**src/inc/flash_ctrl_pkg.sv**
```systemverilog
// constants and carrier types for the erase / sleep / wake sequencer
// assumes a 20 MHz core clock; spi pins are asynchronous to it
`default_nettype none
package flash_ctrl_pkg;
  localparam int CLK_NS = 50;
  localparam int BITS_PER_BYTE = 8;
  localparam logic [5:0] OPCODE_BITS = 6'h08;
  localparam logic [5:0] WAKE_HEADER_BITS = 6'h20;
  // default opcodes, arbitrary values, overridable per instance
  localparam logic [7:0] ERASE_OPCODE_DEF = 8'h3C;
  localparam logic [7:0] SLEEP_OPCODE_DEF = 8'h5D;
  localparam logic [7:0] WAKE_OPCODE_DEF = 8'h6E;
  localparam logic [7:0] WRITE_ENABLE_OPCODE_DEF = 8'h12;
  // arbitrary neutral signature value
  localparam logic [7:0] SIGNATURE_DEF = 8'h5A;
  // times in microseconds, plain defaults
  localparam int WHOLE_ERASE_TIME_US = 1000;
  localparam int SLEEP_ENTRY_DELAY_US = 3;
  localparam int EARLY_WAKE_DELAY_US = 3;
  localparam int FULL_WAKE_DELAY_US = 2;
  localparam int WHOLE_ERASE_CYC = (WHOLE_ERASE_TIME_US * 1000) / CLK_NS;
  localparam int SLEEP_ENTRY_CYC = (SLEEP_ENTRY_DELAY_US * 1000) / CLK_NS;
  localparam int EARLY_WAKE_CYC = (EARLY_WAKE_DELAY_US * 1000) / CLK_NS;
  localparam int FULL_WAKE_CYC = (FULL_WAKE_DELAY_US * 1000) / CLK_NS;
  localparam int LATCH_CLEAR_CYC = 2;
  localparam logic [2:0] PROTECT_RESET = 3'h0;

  typedef struct packed {
    logic sel_n;
    logic sclk;
    logic mosi;
  } spi_pins_t;

  typedef struct packed {
    logic write_enable_latch;
    logic write_in_progress;
    logic deep_sleep;
  } status_t;
endpackage
`default_nettype wire

```
**src/design/edge_sync.sv**
```systemverilog
// two-flop synchroniser with edge detect on the second stage output
// assumes the input is asynchronous to clk_i
`timescale 1ns/100ps
`default_nettype none
module edge_sync (
  input wire logic clk_i,
  input wire logic rst_n_i,
  input wire logic en_i,
  input wire logic async_i,
  input wire logic reset_val_i,
  output logic level_o,
  output logic rise_o,
  output logic fall_o
);
  logic meta;
  logic stage;
  logic prev;
  always_ff @(posedge clk_i) begin
    if (!rst_n_i) begin
      // reset to the pin's idle level so no false edge follows reset
      meta <= reset_val_i;
      stage <= reset_val_i;
      prev <= reset_val_i;
    end else if (en_i) begin
      meta <= async_i;
      stage <= meta;
      prev <= stage;
    end
  end
  assign level_o = stage;
  assign rise_o = en_i & stage & ~prev;
  assign fall_o = en_i & ~stage & prev;
endmodule
`default_nettype wire

```
**src/design/spi_flash_erase_powerdown_ctrl.sv**
```systemverilog
// whole-array erase, deep sleep and wake/signature instruction sequencer
// assumes spi pins arrive asynchronously; sclk far slower than ref_clk_i
// Overview of operation
// - whole erase sets every bit to one, only with write enable latch set
// - write enable opcode sets the write enable latch
// - select must rise right after bit eight, else erase dropped
// - select rise after valid erase starts timed cycle; busy flag high
// - write enable latch cleared some time before erase cycle ends
// - erase runs only when all three protect bits are zero
// - deep sleep only by its opcode; ignores write, program, erase there
// - select high deselects into standby when no cycle runs
// - reset always brings standby, never deep sleep
// - sleep executes only if select rises right after bit eight
// - sleep entered after fixed entry delay from select rise
// - sleep opcode during a busy cycle is rejected
// - wake opcode returns the signature unless a cycle runs
// - wake opcode during busy cycle not decoded, no effect
// - wake opcode then three dummy bytes, signature out on falling edges
// - extra clocks with select low repeat the signature
// - wake after full signature: standby after full wake delay
// - wake cut short before signature: standby after early wake delay
// - reset clears latch and busy flag, device in standby
`timescale 1ns/100ps
`default_nettype none
module spi_flash_erase_powerdown_ctrl
  import flash_ctrl_pkg::*;
#(
  parameter logic [7:0] ERASE_OPCODE = ERASE_OPCODE_DEF,
  parameter logic [7:0] SLEEP_OPCODE = SLEEP_OPCODE_DEF,
  parameter logic [7:0] WAKE_OPCODE = WAKE_OPCODE_DEF,
  parameter logic [7:0] WRITE_ENABLE_OPCODE = WRITE_ENABLE_OPCODE_DEF,
  parameter logic [7:0] SIGNATURE = SIGNATURE_DEF,
  parameter int ERASE_CYCLES = WHOLE_ERASE_CYC
) (
  // clock, reset, enable
  input wire logic ref_clk_i,
  input wire logic rst_n_i,
  input wire logic clk_en_i,
  // spi pins
  input wire spi_pins_t spi_i,
  output logic miso_o,
  output logic miso_oe_o,
  // protection bits, from the status register outside this block
  input wire logic [2:0] protect_level_i,
  // status
  output status_t status_o,
  output logic erase_array_o
);
  typedef enum {ST_IDLE, ST_ERASE, ST_SLEEP_WAIT, ST_SLEEP, ST_WAKE_WAIT} mode_t;
  mode_t mode;

  logic sel_n;
  logic sel_rise;
  logic sel_fall;
  logic sclk_rise;
  logic sclk_fall;
  logic mosi;
  logic [1:0] dummy_fall;

  edge_sync u_sel (.clk_i(ref_clk_i), .rst_n_i(rst_n_i), .en_i(clk_en_i),
    .async_i(spi_i.sel_n), .reset_val_i(1'b1),
    .level_o(sel_n), .rise_o(sel_rise), .fall_o(sel_fall));
  // serial clock idles low between frames
  edge_sync u_sclk (.clk_i(ref_clk_i), .rst_n_i(rst_n_i), .en_i(clk_en_i),
    .async_i(spi_i.sclk), .reset_val_i(1'b0),
    .level_o(), .rise_o(sclk_rise), .fall_o(sclk_fall));
  // data goes through the same two stages so it lines up with the sclk edge
  edge_sync u_mosi (.clk_i(ref_clk_i), .rst_n_i(rst_n_i), .en_i(clk_en_i),
    .async_i(spi_i.mosi), .reset_val_i(1'b0),
    .level_o(mosi), .rise_o(dummy_fall[0]), .fall_o(dummy_fall[1]));

  // bit count and opcode shift, counted within one select-low frame
  logic [5:0] bit_cnt;
  logic [7:0] shift_in;
  logic [7:0] opcode;
  logic frame_active;
  always_ff @(posedge ref_clk_i) begin
    if (!rst_n_i) begin
      bit_cnt <= 6'h00;
      shift_in <= 8'h00;
      opcode <= 8'h00;
      frame_active <= 1'b0;
    end else if (clk_en_i) begin
      if (sel_fall) begin
        bit_cnt <= 6'h00;
        frame_active <= 1'b1;
      end else if (sel_rise) begin
        frame_active <= 1'b0;
      end else if (frame_active && !sel_n && sclk_rise) begin
        shift_in <= {shift_in[6:0], mosi};
        if (bit_cnt == OPCODE_BITS - 6'h01) begin
          opcode <= {shift_in[6:0], mosi};
        end
        if (bit_cnt != 6'h3F) begin
          bit_cnt <= bit_cnt + 6'h01;
        end
      end
    end
  end

  logic exactly_one_byte;
  logic busy;
  logic wake_cmd;
  logic sig_seen;
  assign exactly_one_byte = sel_rise && frame_active && (bit_cnt == OPCODE_BITS);
  assign busy = (mode == ST_ERASE);
  // busy cycle blocks wake decode entirely
  assign wake_cmd = !busy && (bit_cnt >= OPCODE_BITS) && (opcode == WAKE_OPCODE);

  // signature output shifted on falling sclk after the header bits
  logic [2:0] sig_idx;
  always_ff @(posedge ref_clk_i) begin
    if (!rst_n_i) begin
      miso_o <= 1'b0;
      miso_oe_o <= 1'b0;
      sig_idx <= 3'h7;
      sig_seen <= 1'b0;
    end else if (clk_en_i) begin
      if (sel_n || sel_fall) begin
        miso_oe_o <= 1'b0;
        miso_o <= 1'b0;
        sig_idx <= 3'h7;
        if (sel_fall) begin
          sig_seen <= 1'b0;
        end
      end else if (sclk_fall && wake_cmd && bit_cnt >= WAKE_HEADER_BITS) begin
        miso_oe_o <= 1'b1;
        miso_o <= SIGNATURE[sig_idx];
        sig_idx <= sig_idx - 3'h1;
        if (sig_idx == 3'h0) begin
          sig_seen <= 1'b1;
        end
      end
    end
  end

  // write enable latch
  logic write_enable_latch;
  logic erase_go;
  logic sleep_go;
  logic latch_set;
  assign erase_go = exactly_one_byte && opcode == ERASE_OPCODE && mode == ST_IDLE
    && write_enable_latch && protect_level_i == PROTECT_RESET;
  assign sleep_go = exactly_one_byte && opcode == SLEEP_OPCODE && mode == ST_IDLE;
  // only idle accepts it, so sleep also shuts out the write enable opcode
  assign latch_set = exactly_one_byte && opcode == WRITE_ENABLE_OPCODE
    && mode == ST_IDLE;

  int unsigned cnt;
  always_ff @(posedge ref_clk_i) begin
    if (!rst_n_i) begin
      write_enable_latch <= 1'b0;
    end else if (clk_en_i) begin
      if (latch_set) begin
        write_enable_latch <= 1'b1;
      end else if (mode == ST_ERASE && cnt == LATCH_CLEAR_CYC) begin
        write_enable_latch <= 1'b0;
      end
    end
  end

  // mode sequencer and delay counter
  always_ff @(posedge ref_clk_i) begin
    if (!rst_n_i) begin
      mode <= ST_IDLE;
      cnt <= 0;
      erase_array_o <= 1'b0;
    end else if (clk_en_i) begin
      erase_array_o <= 1'b0;
      unique case (mode)
        ST_IDLE: begin
          if (erase_go) begin
            mode <= ST_ERASE;
            cnt <= 0;
          end else if (sleep_go) begin
            mode <= ST_SLEEP_WAIT;
            cnt <= 0;
          end
        end
        ST_ERASE: begin
          if (cnt >= ERASE_CYCLES - 1) begin
            mode <= ST_IDLE;
            erase_array_o <= 1'b1;
          end else begin
            cnt <= cnt + 1;
          end
        end
        ST_SLEEP_WAIT: begin
          if (cnt >= SLEEP_ENTRY_CYC - 1) begin
            mode <= ST_SLEEP;
          end else begin
            cnt <= cnt + 1;
          end
        end
        ST_SLEEP: begin
          if (sel_rise && frame_active && bit_cnt >= OPCODE_BITS
              && opcode == WAKE_OPCODE) begin
            mode <= ST_WAKE_WAIT;
            cnt <= sig_seen ? (EARLY_WAKE_CYC - FULL_WAKE_CYC) : 0;
          end
        end
        ST_WAKE_WAIT: begin
          if (cnt >= EARLY_WAKE_CYC - 1) begin
            mode <= ST_IDLE;
          end else begin
            cnt <= cnt + 1;
          end
        end
      endcase
    end
  end

  always_ff @(posedge ref_clk_i) begin
    if (!rst_n_i) begin
      status_o <= '0;
    end else if (clk_en_i) begin
      status_o.write_enable_latch <= write_enable_latch;
      status_o.write_in_progress <= busy;
      status_o.deep_sleep <= (mode == ST_SLEEP) || (mode == ST_WAKE_WAIT);
    end
  end

  // assertions
  property p_erase_needs_latch;
    @(posedge ref_clk_i) disable iff (!rst_n_i)
      (mode == ST_IDLE && $past(mode) == ST_IDLE ##1 mode == ST_ERASE)
        |-> $past(write_enable_latch, 1);
  endproperty
  a_erase_needs_latch: assert property (p_erase_needs_latch) else $error("erase without latch");

  property p_latch_set;
    @(posedge ref_clk_i) disable iff (!rst_n_i) (clk_en_i && latch_set) |=> write_enable_latch;
  endproperty
  a_latch_set: assert property (p_latch_set) else $error("latch not set");

  property p_busy_flag;
    @(posedge ref_clk_i) disable iff (!rst_n_i) (clk_en_i && erase_go) |=> ##1 status_o.write_in_progress || !clk_en_i;
  endproperty
  a_busy_flag: assert property (p_busy_flag) else $error("busy flag missing");

  property p_protect;
    @(posedge ref_clk_i) disable iff (!rst_n_i)
      (mode == ST_IDLE && protect_level_i != 3'h0) |=> mode != ST_ERASE;
  endproperty
  a_protect: assert property (p_protect) else $error("protected erase ran");

  property p_latch_clear;
    @(posedge ref_clk_i) disable iff (!rst_n_i)
      (mode == ST_ERASE && $past(mode) == ST_ERASE && !latch_set ##1 mode == ST_IDLE)
        |-> !write_enable_latch;
  endproperty
  a_latch_clear: assert property (p_latch_clear) else $error("latch survived erase");

  property p_sleep_reject;
    @(posedge ref_clk_i) disable iff (!rst_n_i) busy |=> mode != ST_SLEEP_WAIT;
  endproperty
  a_sleep_reject: assert property (p_sleep_reject) else $error("sleep during erase");

  property p_wake_quiet;
    @(posedge ref_clk_i) disable iff (!rst_n_i) busy |-> !miso_oe_o;
  endproperty
  a_wake_quiet: assert property (p_wake_quiet) else $error("signature during erase");

  property p_sleep_entry;
    @(posedge ref_clk_i) disable iff (!rst_n_i)
      (mode == ST_IDLE ##1 mode == ST_SLEEP_WAIT) |-> mode != ST_SLEEP [*2];
  endproperty
  a_sleep_entry: assert property (p_sleep_entry) else $error("sleep entered too soon");

  // busy flag must fall right after the array pulse
  property p_erase_done;
    @(posedge ref_clk_i) disable iff (!rst_n_i)
      (clk_en_i && erase_array_o) |=> !status_o.write_in_progress || !clk_en_i;
  endproperty
  a_erase_done: assert property (p_erase_done) else $error("busy after erase");

  property p_sleep_by_opcode;
    @(posedge ref_clk_i) disable iff (!rst_n_i)
      (mode == ST_SLEEP && $past(mode) != ST_SLEEP) |-> $past(mode) == ST_SLEEP_WAIT;
  endproperty
  a_sleep_by_opcode: assert property (p_sleep_by_opcode) else $error("sleep without opcode");

  property p_no_latch_in_sleep;
    @(posedge ref_clk_i) disable iff (!rst_n_i)
      (mode == ST_SLEEP && !write_enable_latch) |=> !write_enable_latch;
  endproperty
  a_no_latch_in_sleep: assert property (p_no_latch_in_sleep) else $error("latch set in sleep");

  property p_sleep_from_idle;
    @(posedge ref_clk_i) disable iff (!rst_n_i)
      (mode == ST_SLEEP_WAIT && $past(mode) != ST_SLEEP_WAIT) |-> $past(mode) == ST_IDLE;
  endproperty
  a_sleep_from_idle: assert property (p_sleep_from_idle) else $error("sleep from busy");

  // the driver is released one cycle after select is seen high
  property p_oe_selected;
    @(posedge ref_clk_i) disable iff (!rst_n_i) miso_oe_o |-> $past(!sel_n);
  endproperty
  a_oe_selected: assert property (p_oe_selected) else $error("output while deselected");

  property p_wake_exit;
    @(posedge ref_clk_i) disable iff (!rst_n_i)
      mode == ST_WAKE_WAIT |=> (mode == ST_WAKE_WAIT || mode == ST_IDLE);
  endproperty
  a_wake_exit: assert property (p_wake_exit) else $error("wake left to wrong mode");

  // checked through reset itself, so no disable here
  property p_reset_standby;
    @(posedge ref_clk_i) !rst_n_i |=> (mode == ST_IDLE && !write_enable_latch);
  endproperty
  a_reset_standby: assert property (p_reset_standby) else $error("reset not standby");

  c_erase: cover property (@(posedge ref_clk_i) mode == ST_ERASE);
  c_erase_done: cover property (@(posedge ref_clk_i) erase_array_o);
  c_sleep: cover property (@(posedge ref_clk_i) mode == ST_SLEEP);
  c_wake: cover property (@(posedge ref_clk_i) mode == ST_WAKE_WAIT ##1 mode == ST_IDLE);
  c_sig: cover property (@(posedge ref_clk_i) sig_seen);
endmodule
`default_nettype wire

```
**config.mk**
```make
export PLATFORM = sky130hd
export DESIGN_NAME = spi_flash_erase_powerdown_ctrl
export DESIGN_NICKNAME = d
export VERILOG_FILES = /design/src/inc/flash_ctrl_pkg.sv /design/src/design/edge_sync.sv /design/src/design/spi_flash_erase_powerdown_ctrl.sv
export SDC_FILE = /design/constraint.sdc
export NUM_CORES = 1
export LEC_CHECK = 0
export BUFFER_PORTS_ARGS = -buffer_cell sky130_fd_sc_hd__buf_4
export CAP_MARGIN = 20
export CELL_PAD_IN_SITES_DETAIL_PLACEMENT = 0
export CELL_PAD_IN_SITES_GLOBAL_PLACEMENT = 1
export CORE_UTILIZATION = 47
export DETAILED_ROUTE_END_ITERATION = 6
export PLACE_DENSITY = 0.76
export SYNTH_ARGS = -nofsm -noshare
export SYNTH_HDL_FRONTEND = slang
export SYNTH_SLANG_ARGS = --single-unit
```
**constraint.sdc**
```tcl
create_clock -name ref_clk_i -period 3.25 [get_ports ref_clk_i]
set_input_delay 0.325 -clock ref_clk_i [delete_from_list [all_inputs] [get_ports ref_clk_i]]
set_output_delay 0.325 -clock ref_clk_i [all_outputs]
set_load 0.03 [all_outputs]
```
==> key figures, run 1 <==
Global route
  – GRT overflow: 0
  – Number of global-route vias before repair: 2,755
  – Global-route wire length before repair: 13,100 um
  – Number of antenna violations at the first check in global routing: 0
  – Pin count of the biggest net entering global routing: 29
  – GRT Total Usage: 0.210

Synthesis
  – Main flop type after synthesis: dfxtp_1
  – Seq/Total Area, Yosys: 0.428
  – Post-Syn Area: 0.00360 mm^2
  – Post-synth net total: 433
  – Cells after synthesis: 417
  – Synthesized area per cell: roughly 8.6 um^2
  – Unique masters post-synth: 56
  – Post-synth EDFFs: 0
  – Yosys reg bits: 77
  – Post-synth ARST share: 0
  – Syn. warnings: 0

Floorplanning
  – Starting Density: 0.492
  – Chip Width: 89.6 um
  – Die height: about 90 um
  – Core area: between 0.007 and 0.008 mm^2
  – Core Rows: 31
  – Die ar.: 0.00802 mm^2
  – I/O pins: 15

Worst setup path
  – CP endpoint kind: register
  – Slowest CP cell: or4_4
  – Delay-heaviest family, CP: simple AND/OR/NAND/NOR gates
  – Worst path buffer plus inverter count: 0
  – Critical Path End: cnt[5]$_SDFFE_PN0P_
  – CP Max Fanout: 20
  – Startpoint types: register
  – Critical Path Start: bit_cnt[3]$_SDFFE_PN0P_
  – Crit path DAT: roughly 3.1 ns
  – Worst path depth: 6
  – Setup CP Type: register to register
  – Worst reg-to-reg path cell count: 6
  – Reg2reg setup slack: slightly below 0.4 ns
  – Launch point of the worst reg-to-reg path: bit_cnt[3]$_SDFFE_PN0P_
  – Crit-path max cell delay: about 0.6 ns
  – Data required, critical path: between 3 and 4 ns
  – Reg-to-reg endpoint: cnt[5]$_SDFFE_PN0P_
  – Cell chain of the critical path: nor4b_2, nand3b_1, or4_4, a221o_1, or4_1, a21boi_1

Pwr
  – Cell area power density: approximately 460 mW/mm^2
  – Leakage: approximately 0.0015 uW
  – Pwr Total: 1870 uW
  – Max rail drop VDD: 226 uV

Routing
  – Routed len/inst: roughly 15 um
  – First drt pass iteration count: 5
  – DRC errors left: 0
  – Routed wl met2: between 3000 and 4000 um
  – Routed wl met3: 214 um
  – Highest routed layer: met4
  – Via/cell ratio: roughly 5.6
  – Routed Antenna Nets: 0
  – Met1 WL: roughly 4000 um
  – Post-Route WL: about 7700 um
  – Initial DRC count: 93
  – Via count: between 2,000 and 3,000

Clocking
  – Postcts setup bufs: 0
  – H-tree Lvls: 3
  – CTS Root Cell: clkbuf_8
  – CTS tree: done
  – Clock sinks: 77
  – Clk Latency, worst-skew pair: 0.35 ns
  – CTS Buffer Depth: 2
  – Hold_buf cts: 0
  – Cts repair resizes: 0
  – Inserted Clock Buffers: 9
  – Worst-path clk slew: 0.08 ns

Placed design
  – Port buffer count: 14
  – DP HPWL: between 5000 and 6000 um
  – Gpl congestion: approximately 0.79

STA
  – Max Slew Vio Count: 0
  – Endpoints failing setup: 0
  – Final min period: roughly 2.9 ns
  – Max_slew headroom: 0.556
  – Worst slew pin tran: between 0.6 and 0.7 ns
  – RSZ-0062 raised after global routing: no
  – Final hold vios: 0
  – Clock Skews: about 0.012 ns
  – Max Clk Rate: between 0.3 and 0.4 GHz
  – Tcrit/Tclk final: 0.880
  – Post-route setup TNS: 0 ns

Run status
  – Status: complete, no violations

Flow run
  – Max-cap violations: 0

Layout
  – Core Util, Final: 0.550
  – Layout cells sized above 1: 0.0928
  – Footprint of the multi-input gates: 0.00190 mm^2
  – N_diodes: 0
  – Final nets: 442
  – Register area: 0.00154 mm^2
  – Fillcell total: between 600 and 700
  – Layout Area Growth over Synthesis: 11.9%

Hold path
  – HP Class: input port to register
==> cells by family after synthesis <==
kind of cell	share of synthesized area
AOI/OAI and AO/OA	0.156
DFF	0.428
muxes	0.0694
buffers and inverters	0.0462
xor gates and xnor gates	0.0122
adders and majority gates	0.0243
and+or+nand+nor	0.264
==> power by group <==
group / internal (uW) / switching, uW / leakage [uW]
logic: 21.5 / 34.5 / 0.000773
registers: 948 / 4.45 / 0.000621
clock network: 510 / 353 / 0.000116
==> synthesized netlist by cell type (8+ instances only) <==
cell,n,area share
and2_1,20,0.035
mux2i_1,25,0.069
nor4_1,17,0.030
nand4_1,8,0.014
o211ai_1,14,0.029
nand3_1,15,0.021
nor3_1,12,0.017
nor2_1,34,0.035
dfxtp_1,77,0.43
o21ai_0,11,0.015
inv_1,17,0.018
clkbuf_1,21,0.022
nand2_1,38,0.040
a21oi_1,21,0.029
==> per-layer routing <==
metal  vias up  track usage
li1       1525            -
met1      1399        0.301
met2        44        0.323
met3         9       0.0356
met4         0       0.0649
met5         -            0
==> flip-flops by register name (all words and copies together) (netlist names), named ones only <==
signal	cells
shift_in	7
sig_seen	1
status_o	3
u_sel.meta	1
opcode	8
bit_cnt	6
u_sclk.meta	1
miso_oe_o	1
cnt	32
miso_o	1
u_sclk.level_o	1
u_sel.level_o	1
u_sclk.prev	1
erase_array_o	1
sig_idx	3
write_enable_latch	1
mode	3
frame_active	1
u_sel.prev	1
u_mosi.level_o	1
u_mosi.meta	1
==> cells in the final DEF (no fill, tap or decap), drive strengths merged, types with 3 or more instances in the layout <==
master and n:
buf 22, clkbuf 10, ha 7, nand2 38, nor4 17, or3 5
o21ai 11, a21boi 3, a21oi 21, nand4 8, xor2 3, o21a 6
dfxtp 77, nand3 15, o211ai 14, inv 17, mux2i 25, bufinv 3
nor2 34, nand2b 7, nand3b 4, and2 20, clkinv 3, o31ai 6
nor3 12, or4 6
==> how the worst min path moves through the flow <==
| stage | startpoint | to | slack [ns] | depth (start not counted) |
|---|---|---|---|---|
| floorplan | cnt[19]$_SDFFE_PN0P_ | cnt[19]$_SDFFE_PN0P_ | 0.43 | 1 |
| detailed placement | cnt[20]$_SDFFE_PN0P_ | cnt[20]$_SDFFE_PN0P_ | 0.45 | 1 |
| global placement | cnt[31]$_SDFFE_PN0P_ | cnt[31]$_SDFFE_PN0P_ | 0.44 | 1 |
| finish | spi_i[2] | u_sel.meta$_SDFFE_PN1P_ | 0.21 | 3 |
| global route | spi_i[2] | u_sel.meta$_SDFFE_PN1P_ | 0.22 | 3 |
| CTS | spi_i[2] | u_sel.meta$_SDFFE_PN1P_ | 0.20 | 3 |
==> metrics by stage <==
step,instance area (um^2),setup WS (ns),hold slack (ns),instances
after global placement,3790,0.463,0.443,514
after detailed placement,3790,0.429,0.446,514
after CTS,4030,0.402,0.198,530
final,4030,0.391,0.208,530
after global routing,4030,0.175,0.224,530
after floorplan,3600,0.779,0.430,417
==> area by class of cell <==
class / count / share of cell area
Multi-Input combinational cell: 298 / 0.470
Sequential cell: 77 / 0.382
Clock buffer: 10 / 0.0316
Inverter: 18 / 0.0167
Clock inverter: 6 / 0.0276
Tap cell: 99 / 0.0307
Timing Repair Buffer: 22 / 0.0409
==> worst reg2reg max path, stage by stage (launching register included) <==
cell      delay, ns
dfxtp_1        0.44
nor4b_2        0.28
nand3b_1       0.17
or4_4          0.60
a221o_1        0.58
or4_1          0.56
a21boi_1       0.16
Note: power is estimated with default switching activity, not from simulation.
==> run 2, diff against run 1 <==
ABC_AREA = 1   (was default)
CORE_UTILIZATION = 44   (was 47)
==> run 2 against run 1 <==
  * Register-to-register slack better by 0.63 ns
  * Synthesized cell count is 40% higher
  * Area after synthesis is 5.8% higher
  * Sequential share of layout area is 1.5 points lower
  * Sequential power is 0.7% higher
  * Combinational power is 25% higher
  * Via count is 16% higher
  * Utilization is 4.5 points lower
  * Critical path depth stayed put
  * Power is 0.23% lower
  * Critical path type unchanged
==> key figures, run 2 <==
Layout
  – Commonest non-fill, non-tap cell in the layout: nor2_1
  – Largest regs: cnt x32, opcode x8, shift_in x7
  – N_diodes: 0
  – Most frequent cells in the layout: nor2_1 (144), nand2_1 (142), dfxtp_1 (77)
  – Top reg by flops: cnt
  – Layout Area Growth over Synthesis: 9.97%
  – Final nets: 610
  – Layout cells sized above 1: 0.0801
  – Largest register FFs: 32

Flow run
  – Max-cap violations: 0

Routing
  – First drt pass iteration count: 4
  – Via count: approximately 3,400
  – Initial DRC count: between 100 and 150
  – DRC errors left: 0
  – Via/cell ratio: approximately 4.9
  – Routed Antenna Nets: 0
  – Routed len/inst: approximately 12 um
  – Post-Route WL: between 8000 and 9000 um

Synthesis
  – Post-synth EDFFs: 0
  – Synth top area cells: dfxtp_1 (40%), nor2_1 (14%), nand2_1 (14%)
  – Syn. warnings: 0
  – Area share of the leading cell type in the synthesized netlist: 0.404
  – Simple-gate share of the synthesized area: 0.390
  – Post-Syn Area: approximately 0.0038 mm^2
  – Synth Area in XOR/XNOR: 0.00689
  – Cell taking the most area after synthesis: dfxtp_1
  – Post-synth ARST share: 0
  – Cells after synthesis: just under 600
  – Most frequent cell after synthesis: nor2_1
  – Post-synth net total: roughly 600
  – Multiplexer share of the synthesized area: 0
  – Most common library cells after synthesis: nor2_1 (144), nand2_1 (142), dfxtp_1 (77)
  – Largest family of logic cells by synthesized area: simple AND/OR/NAND/NOR gates
  – Adder-cell share of the synthesized area: 0.0230
  – Unique masters post-synth: 33
  – Seq/Total Area, Yosys: 0.404
  – Main flop type after synthesis: dfxtp_1
  – Yosys reg bits: 77
  – Synthesized area per cell: approximately 6.5 um^2
  – Compound-Gate Fraction of Synth Area: 0.0912

Global route
  – GRT overflow: 0
  – Global-route wire length before repair: ~15,000 um
  – GRT Total Usage: 0.209
  – Number of antenna violations at the first check in global routing: 0
  – Pin count of the biggest net entering global routing: 43
  – Number of global-route vias before repair: around 3,200

Placed design
  – Pre-CTS WS: just under 0.9 ns
  – DP HPWL: between 6000 and 7000 um
  – Gpl congestion: 0.807
  – Port buffer count: 14

STA
  – Clock Skews: ~0.0093 ns
  – Tcrit/Tclk final: 0.684
  – Max Slew Vio Count: 0
  – RSZ-0062 raised after global routing: no
  – Final worst setup slack: a little over 1 ns
  – Max Clk Rate: between 0.4 and 0.5 GHz
  – Post-route setup TNS: 0 ns
  – Endpoints failing setup: 0
  – Worst slew pin tran: around 0.75 ns
  – Max_slew headroom: 0.502
  – Final hold vios: 0
  – Final min period: 2.22 ns

Clocking
  – Worst-path clk slew: roughly 0.090 ns
  – Cts repair resizes: 0
  – CTS Buffer Depth: 2
  – CTS tree: done
  – CTS Root Cell: clkbuf_8
  – Clk Latency, worst-skew pair: ~0.35 ns
  – H-tree Lvls: 3
  – Inserted Clock Buffers: 9
  – Clock sinks: just under 80
  – Postcts setup bufs: 0
  – Hold_buf cts: 0

Pwr
  – Cell area power density: around 450 mW/mm^2
  – Pwr Total: approximately 1900 uW
  – Leakage: around 0.0017 uW
  – Max rail drop VDD: about 290 uV

Hold path
  – HP Class: input port to register
  – Hold-critical path depth: 3
  – Worst Hold Launch: spi_i[2]
  – Hold worst-path end: u_sel.meta$_SDFFE_PN1P_

Worst setup path
  – Crit path DAT: 2.46 ns
  – CP most frequent cell: nand2_1
  – Reg2reg setup slack: approximately 1 ns
  – Data required, critical path: between 3 and 4 ns
  – Cell chain of the critical path: ha_1, nand2_1, nor4_1, nand2_1, o21ai_0, a21oi_1
  – Worst reg-to-reg path cell count: 6
  – Startpoint types: register
  – Critical Path Start: bit_cnt[1]$_SDFFE_PN0P_
  – Reg-to-reg endpoint: opcode[1]$_SDFFE_PN0P_
  – Launch point of the worst reg-to-reg path: bit_cnt[1]$_SDFFE_PN0P_
  – CP endpoint kind: register
  – Slowest CP cell: nor4_1
  – CP Max Fanout: 14
  – Crit-path max cell delay: about 0.57 ns
  – Setup CP Type: register to register
  – Worst path buffer plus inverter count: 0
  – Delay-heaviest family, CP: simple AND/OR/NAND/NOR gates

Run status
  – Status: complete, no violations

Floorplanning
  – Die height: ~95 um
  – Starting Density: 0.460
  – Die ar.: between 0.009 and 0.01 mm^2
  – Chip Width: roughly 95 um
  – I/O pins: 15
  – Core area: 0.00830 mm^2
  – Core Rows: 33
-- run 2: logic make-up (layout without fill, tap and decap cells) --
logic type,after synthesis,in the layout
AND/OR/NAND/NOR,356,356
buffers and inverters,78,92
flip-flops,77,77
AO/OA/AOI/OAI,64,64
adder cells (fa/ha/maj),7,7
XOR/XNOR,3,3
-- run 2: metrics by stage --
step / cell area [um^2] / instances / util / hold slack [ns]
floorplan: 3810 / 585 / - / 0.414
global placement: 3960 / 688 / 0.477 / 0.426
detailed placement: 3960 / 688 / 0.477 / 0.429
CTS: 4190 / 704 / 0.505 / 0.182
global route: 4190 / 704 / 0.505 / 0.220
finish: 4190 / 704 / 0.505 / 0.197
-- run 2: worst max-delay path by stage --
stage / endpoint / cells past startpoint
CTS: opcode[1]$_SDFFE_PN0P_ / 7
global route: opcode[1]$_SDFFE_PN0P_ / 7
finish: opcode[1]$_SDFFE_PN0P_ / 6
floorplan: cnt[12]$_SDFFE_PN0P_ / 12
detailed placement: opcode[1]$_SDFFE_PN0P_ / 8
global placement: opcode[4]$_SDFFE_PN0P_ / 8
-- run 2: layer usage --
| metal | track usage | vias to the layer above | wire length, um |
|---|---|---|---|
| li1 | - | 1857 | - |
| met1 | 0.299 | 1528 | 4640 |
| met2 | 0.315 | 48 | 3440 |
| met3 | 0.0303 | 11 | 268 |
| met4 | 0.0770 | 0 | 126 |
| met5 | 0 | - | 0 |
-- run 2: layout make-up --
class	count	area, um^2
Fill cell	874	4110
Clock inverter	6	93.8
Sequential cell	77	1540
Tap cell	105	131
Multi-Input combinational cell	430	1950
Clock buffer	10	138
Inverter	61	229
Timing Repair Buffer	15	113
-- run 2: where the power goes --
part | switching (uW) | total [uW] | internal [uW]
clock network | 380 | 838 | 459
logic | 46.9 | 70.1 | 23.2
registers | 7.29 | 959 | 952
-- run 2: tightest hold or removal path, delay by kind of cell --
family / cells / cell delay [ns]
buffers and inverters: 1 / 0.08
and+or+nand+nor: 2 / 0.10
==> run 3, diff against run 2 <==
clock period = 2.1 ns   (was 3.25 ns; I/O delays follow)
==> run 3 against run 2 <==
  * Via count up 0.75%
  * Die area unchanged
  * Register-to-register slack worse by 0.79 ns
  * Critical endpoint unchanged
  * Worst setup slack worse by 0.79 ns
  * Highest routed layer unchanged
==> key figures, run 3 (synthesized netlist as in run 2, its figures left out) <==
Worst setup path
  – CP Max Fanout: 14
  – Worst reg-to-reg path cell count: 7
  – Reg2reg setup slack: 0.24 ns
  – Setup CP Type: register to register
  – Reg-to-reg endpoint: opcode[1]$_SDFFE_PN0P_
  – Launch point of the worst reg-to-reg path: bit_cnt[1]$_SDFFE_PN0P_
  – Slowest CP cell: dfxtp_1
  – Crit path DAT: roughly 2.1 ns
  – CP most frequent cell: nand2_1
  – Cell chain of the critical path: ha_1, nand2_1, nor4_1, buf_4, nand2_1, o21ai_0, a21oi_1
  – Data required, critical path: 2.34 ns
  – Critical Path Start: bit_cnt[1]$_SDFFE_PN0P_
  – Startpoint types: register
  – CP endpoint kind: register
  – Crit-path max cell delay: 0.40 ns

Pwr
  – Max rail drop VDD: 377 uV
  – Internal Power: roughly 2200 uW
  – Switching power: 675 uW
  – Cell area power density: ~680 mW/mm^2
  – Sequential share of power: 0.513
  – Clock network fraction of total power: 0.449
  – Leakage: about 0.0018 uW
  – Logic pwr share: 0.038
  – Sw Ratio: 0.233

STA
  – Post-route setup TNS: 0 ns
  – Final hold vios: 0
  – Max Clk Rate: ~0.54 GHz
  – Hold_ws: ~0.084 ns
  – Clock Skews: approximately 0.012 ns
  – Worst slew pin tran: 0.485 ns
  – RSZ-0062 raised after global routing: no
  – Tcrit/Tclk final: 0.888
  – Max Slew Vio Count: 0
  – Final min period: approximately 1.9 ns
  – Max_slew headroom: 0.674
  – Endpoints failing setup: 0

Layout
  – Top reg by flops: cnt
  – Layout Area Growth over Synthesis: 12.2%
  – Largest register FFs: 32
  – Commonest non-fill, non-tap cell in the layout: nor2_1
  – N_diodes: 0
  – Layout cells sized above 1: 0.0952
  – Largest regs: cnt x32, opcode x8, shift_in x7
  – Most frequent cells in the layout: nor2_1 (144), nand2_1 (142), dfxtp_1 (77)
  – Final nets: 620

Clocking
  – Postcts setup bufs: 0
  – Hold_buf cts: 0
  – Worst-path clk slew: approximately 0.09 ns
  – CTS Root Cell: clkbuf_8
  – Cts repair resizes: 0
  – Clock sinks: slightly below 80
  – CTS Buffer Depth: 2
  – H-tree Lvls: 3
  – Inserted Clock Buffers: 9
  – CTS tree: done
  – Clk Latency, worst-skew pair: 0.35 ns

Hold path
  – Worst Hold Launch: spi_i[2]
  – Hold worst-path end: u_sel.meta$_SDFFE_PN1P_
  – Hold-critical path depth: 3
  – HP Class: input port to register

Floorplanning
  – Core area: 0.00830 mm^2
  – Starting Density: 0.460
  – I/O pins: 15
  – Core Rows: 33
  – Die ar.: 0.00904 mm^2
  – Chip Width: approximately 95 um
  – Die height: approximately 95 um

Global route
  – GRT overflow: 0
  – GRT Total Usage: 0.211
  – Global-route wire length before repair: roughly 15,000 um
  – Number of global-route vias before repair: between 3,000 and 4,000
  – Pin count of the biggest net entering global routing: 42
  – Number of antenna violations at the first check in global routing: 0

Run status
  – Status: complete, no violations

Routing
  – Via count: 3,470
  – Post-Route WL: between 8000 and 9000 um
  – Routed len/inst: between 10 and 15 um
  – DRC errors left: 0
  – Routed Antenna Nets: 0
  – Via/cell ratio: around 4.9
  – First drt pass iteration count: 5
  – Initial DRC count: 122

Placed design
  – Port buffer count: 14
  – Gpl congestion: 0.796
  – DP HPWL: a little over 6000 um

Flow run
  – Max-cap violations: 0
-- run 3: critical path, delay by kind of cell, from the launching register on --
| kind | cells | cell delay, ns |
|---|---|---|
| simple gates | 3 | 0.61 |
| buf+inv | 1 | 0.19 |
| fa+ha+maj | 1 | 0.19 |
| compound gates | 2 | 0.36 |
| flops | 1 | 0.40 |
-- run 3: area by class of cell --
| type | instances | area (um^2) |
|---|---|---|
| Clock buffer | 10 | 138 |
| Clock inverter | 6 | 92.6 |
| Fill cell | 864 | 4020 |
| Inverter | 61 | 229 |
| Multi-Input combinational cell | 430 | 1950 |
| Sequential cell | 77 | 1540 |
| Tap cell | 105 | 131 |
| Timing Repair Buffer | 25 | 200 |
-- run 3: layer usage --
metal / share of wire / GRT usage / wire length, um / up-vias
met5: 0 / 0 / 0 / -
met4: 0.017 / 0.0821 / 150 / 0
met3: 0.026 / 0.0343 / 222 / 13
met2: 0.41 / 0.308 / 3480 / 41
met1: 0.55 / 0.308 / 4730 / 1544
li1: - / - / - / 1872
-- run 3: power groups by stage --
stage	Clock [uW]	Sequential [uW]	Combinational, uW
floorplan	0	1520	70.5
global placement	0	1520	109
detailed placement	0	1520	110
CTS	1340	1480	111
global route	1410	1490	128
finish	1300	1480	110
-- run 3: worst max path at each step --
stage / to / slack [ns] / cells after the start
floorplan: cnt[12]$_SDFFE_PN0P_ / 0.50 / 12
global placement: opcode[1]$_SDFFE_PN0P_ / 0.23 / 7
detailed placement: opcode[1]$_SDFFE_PN0P_ / 0.24 / 7
CTS: opcode[1]$_SDFFE_PN0P_ / 0.23 / 7
global route: cnt[14]$_SDFFE_PN0P_ / 0.04 / 10
finish: opcode[1]$_SDFFE_PN0P_ / 0.24 / 7
-- run 3: metrics by stage --
stage               cell area (um^2)  cells  utilization  setup slack [ns]  total power, uW
finish                          4280    714        0.516             0.236             2900
global route                    4280    714        0.516            0.0407             3020
detailed placement              4050    698        0.488             0.243             1630
CTS                             4280    714        0.516             0.233             2940
global placement                4050    698        0.488             0.229             1630
floorplan                       3810    585            -             0.496             1590
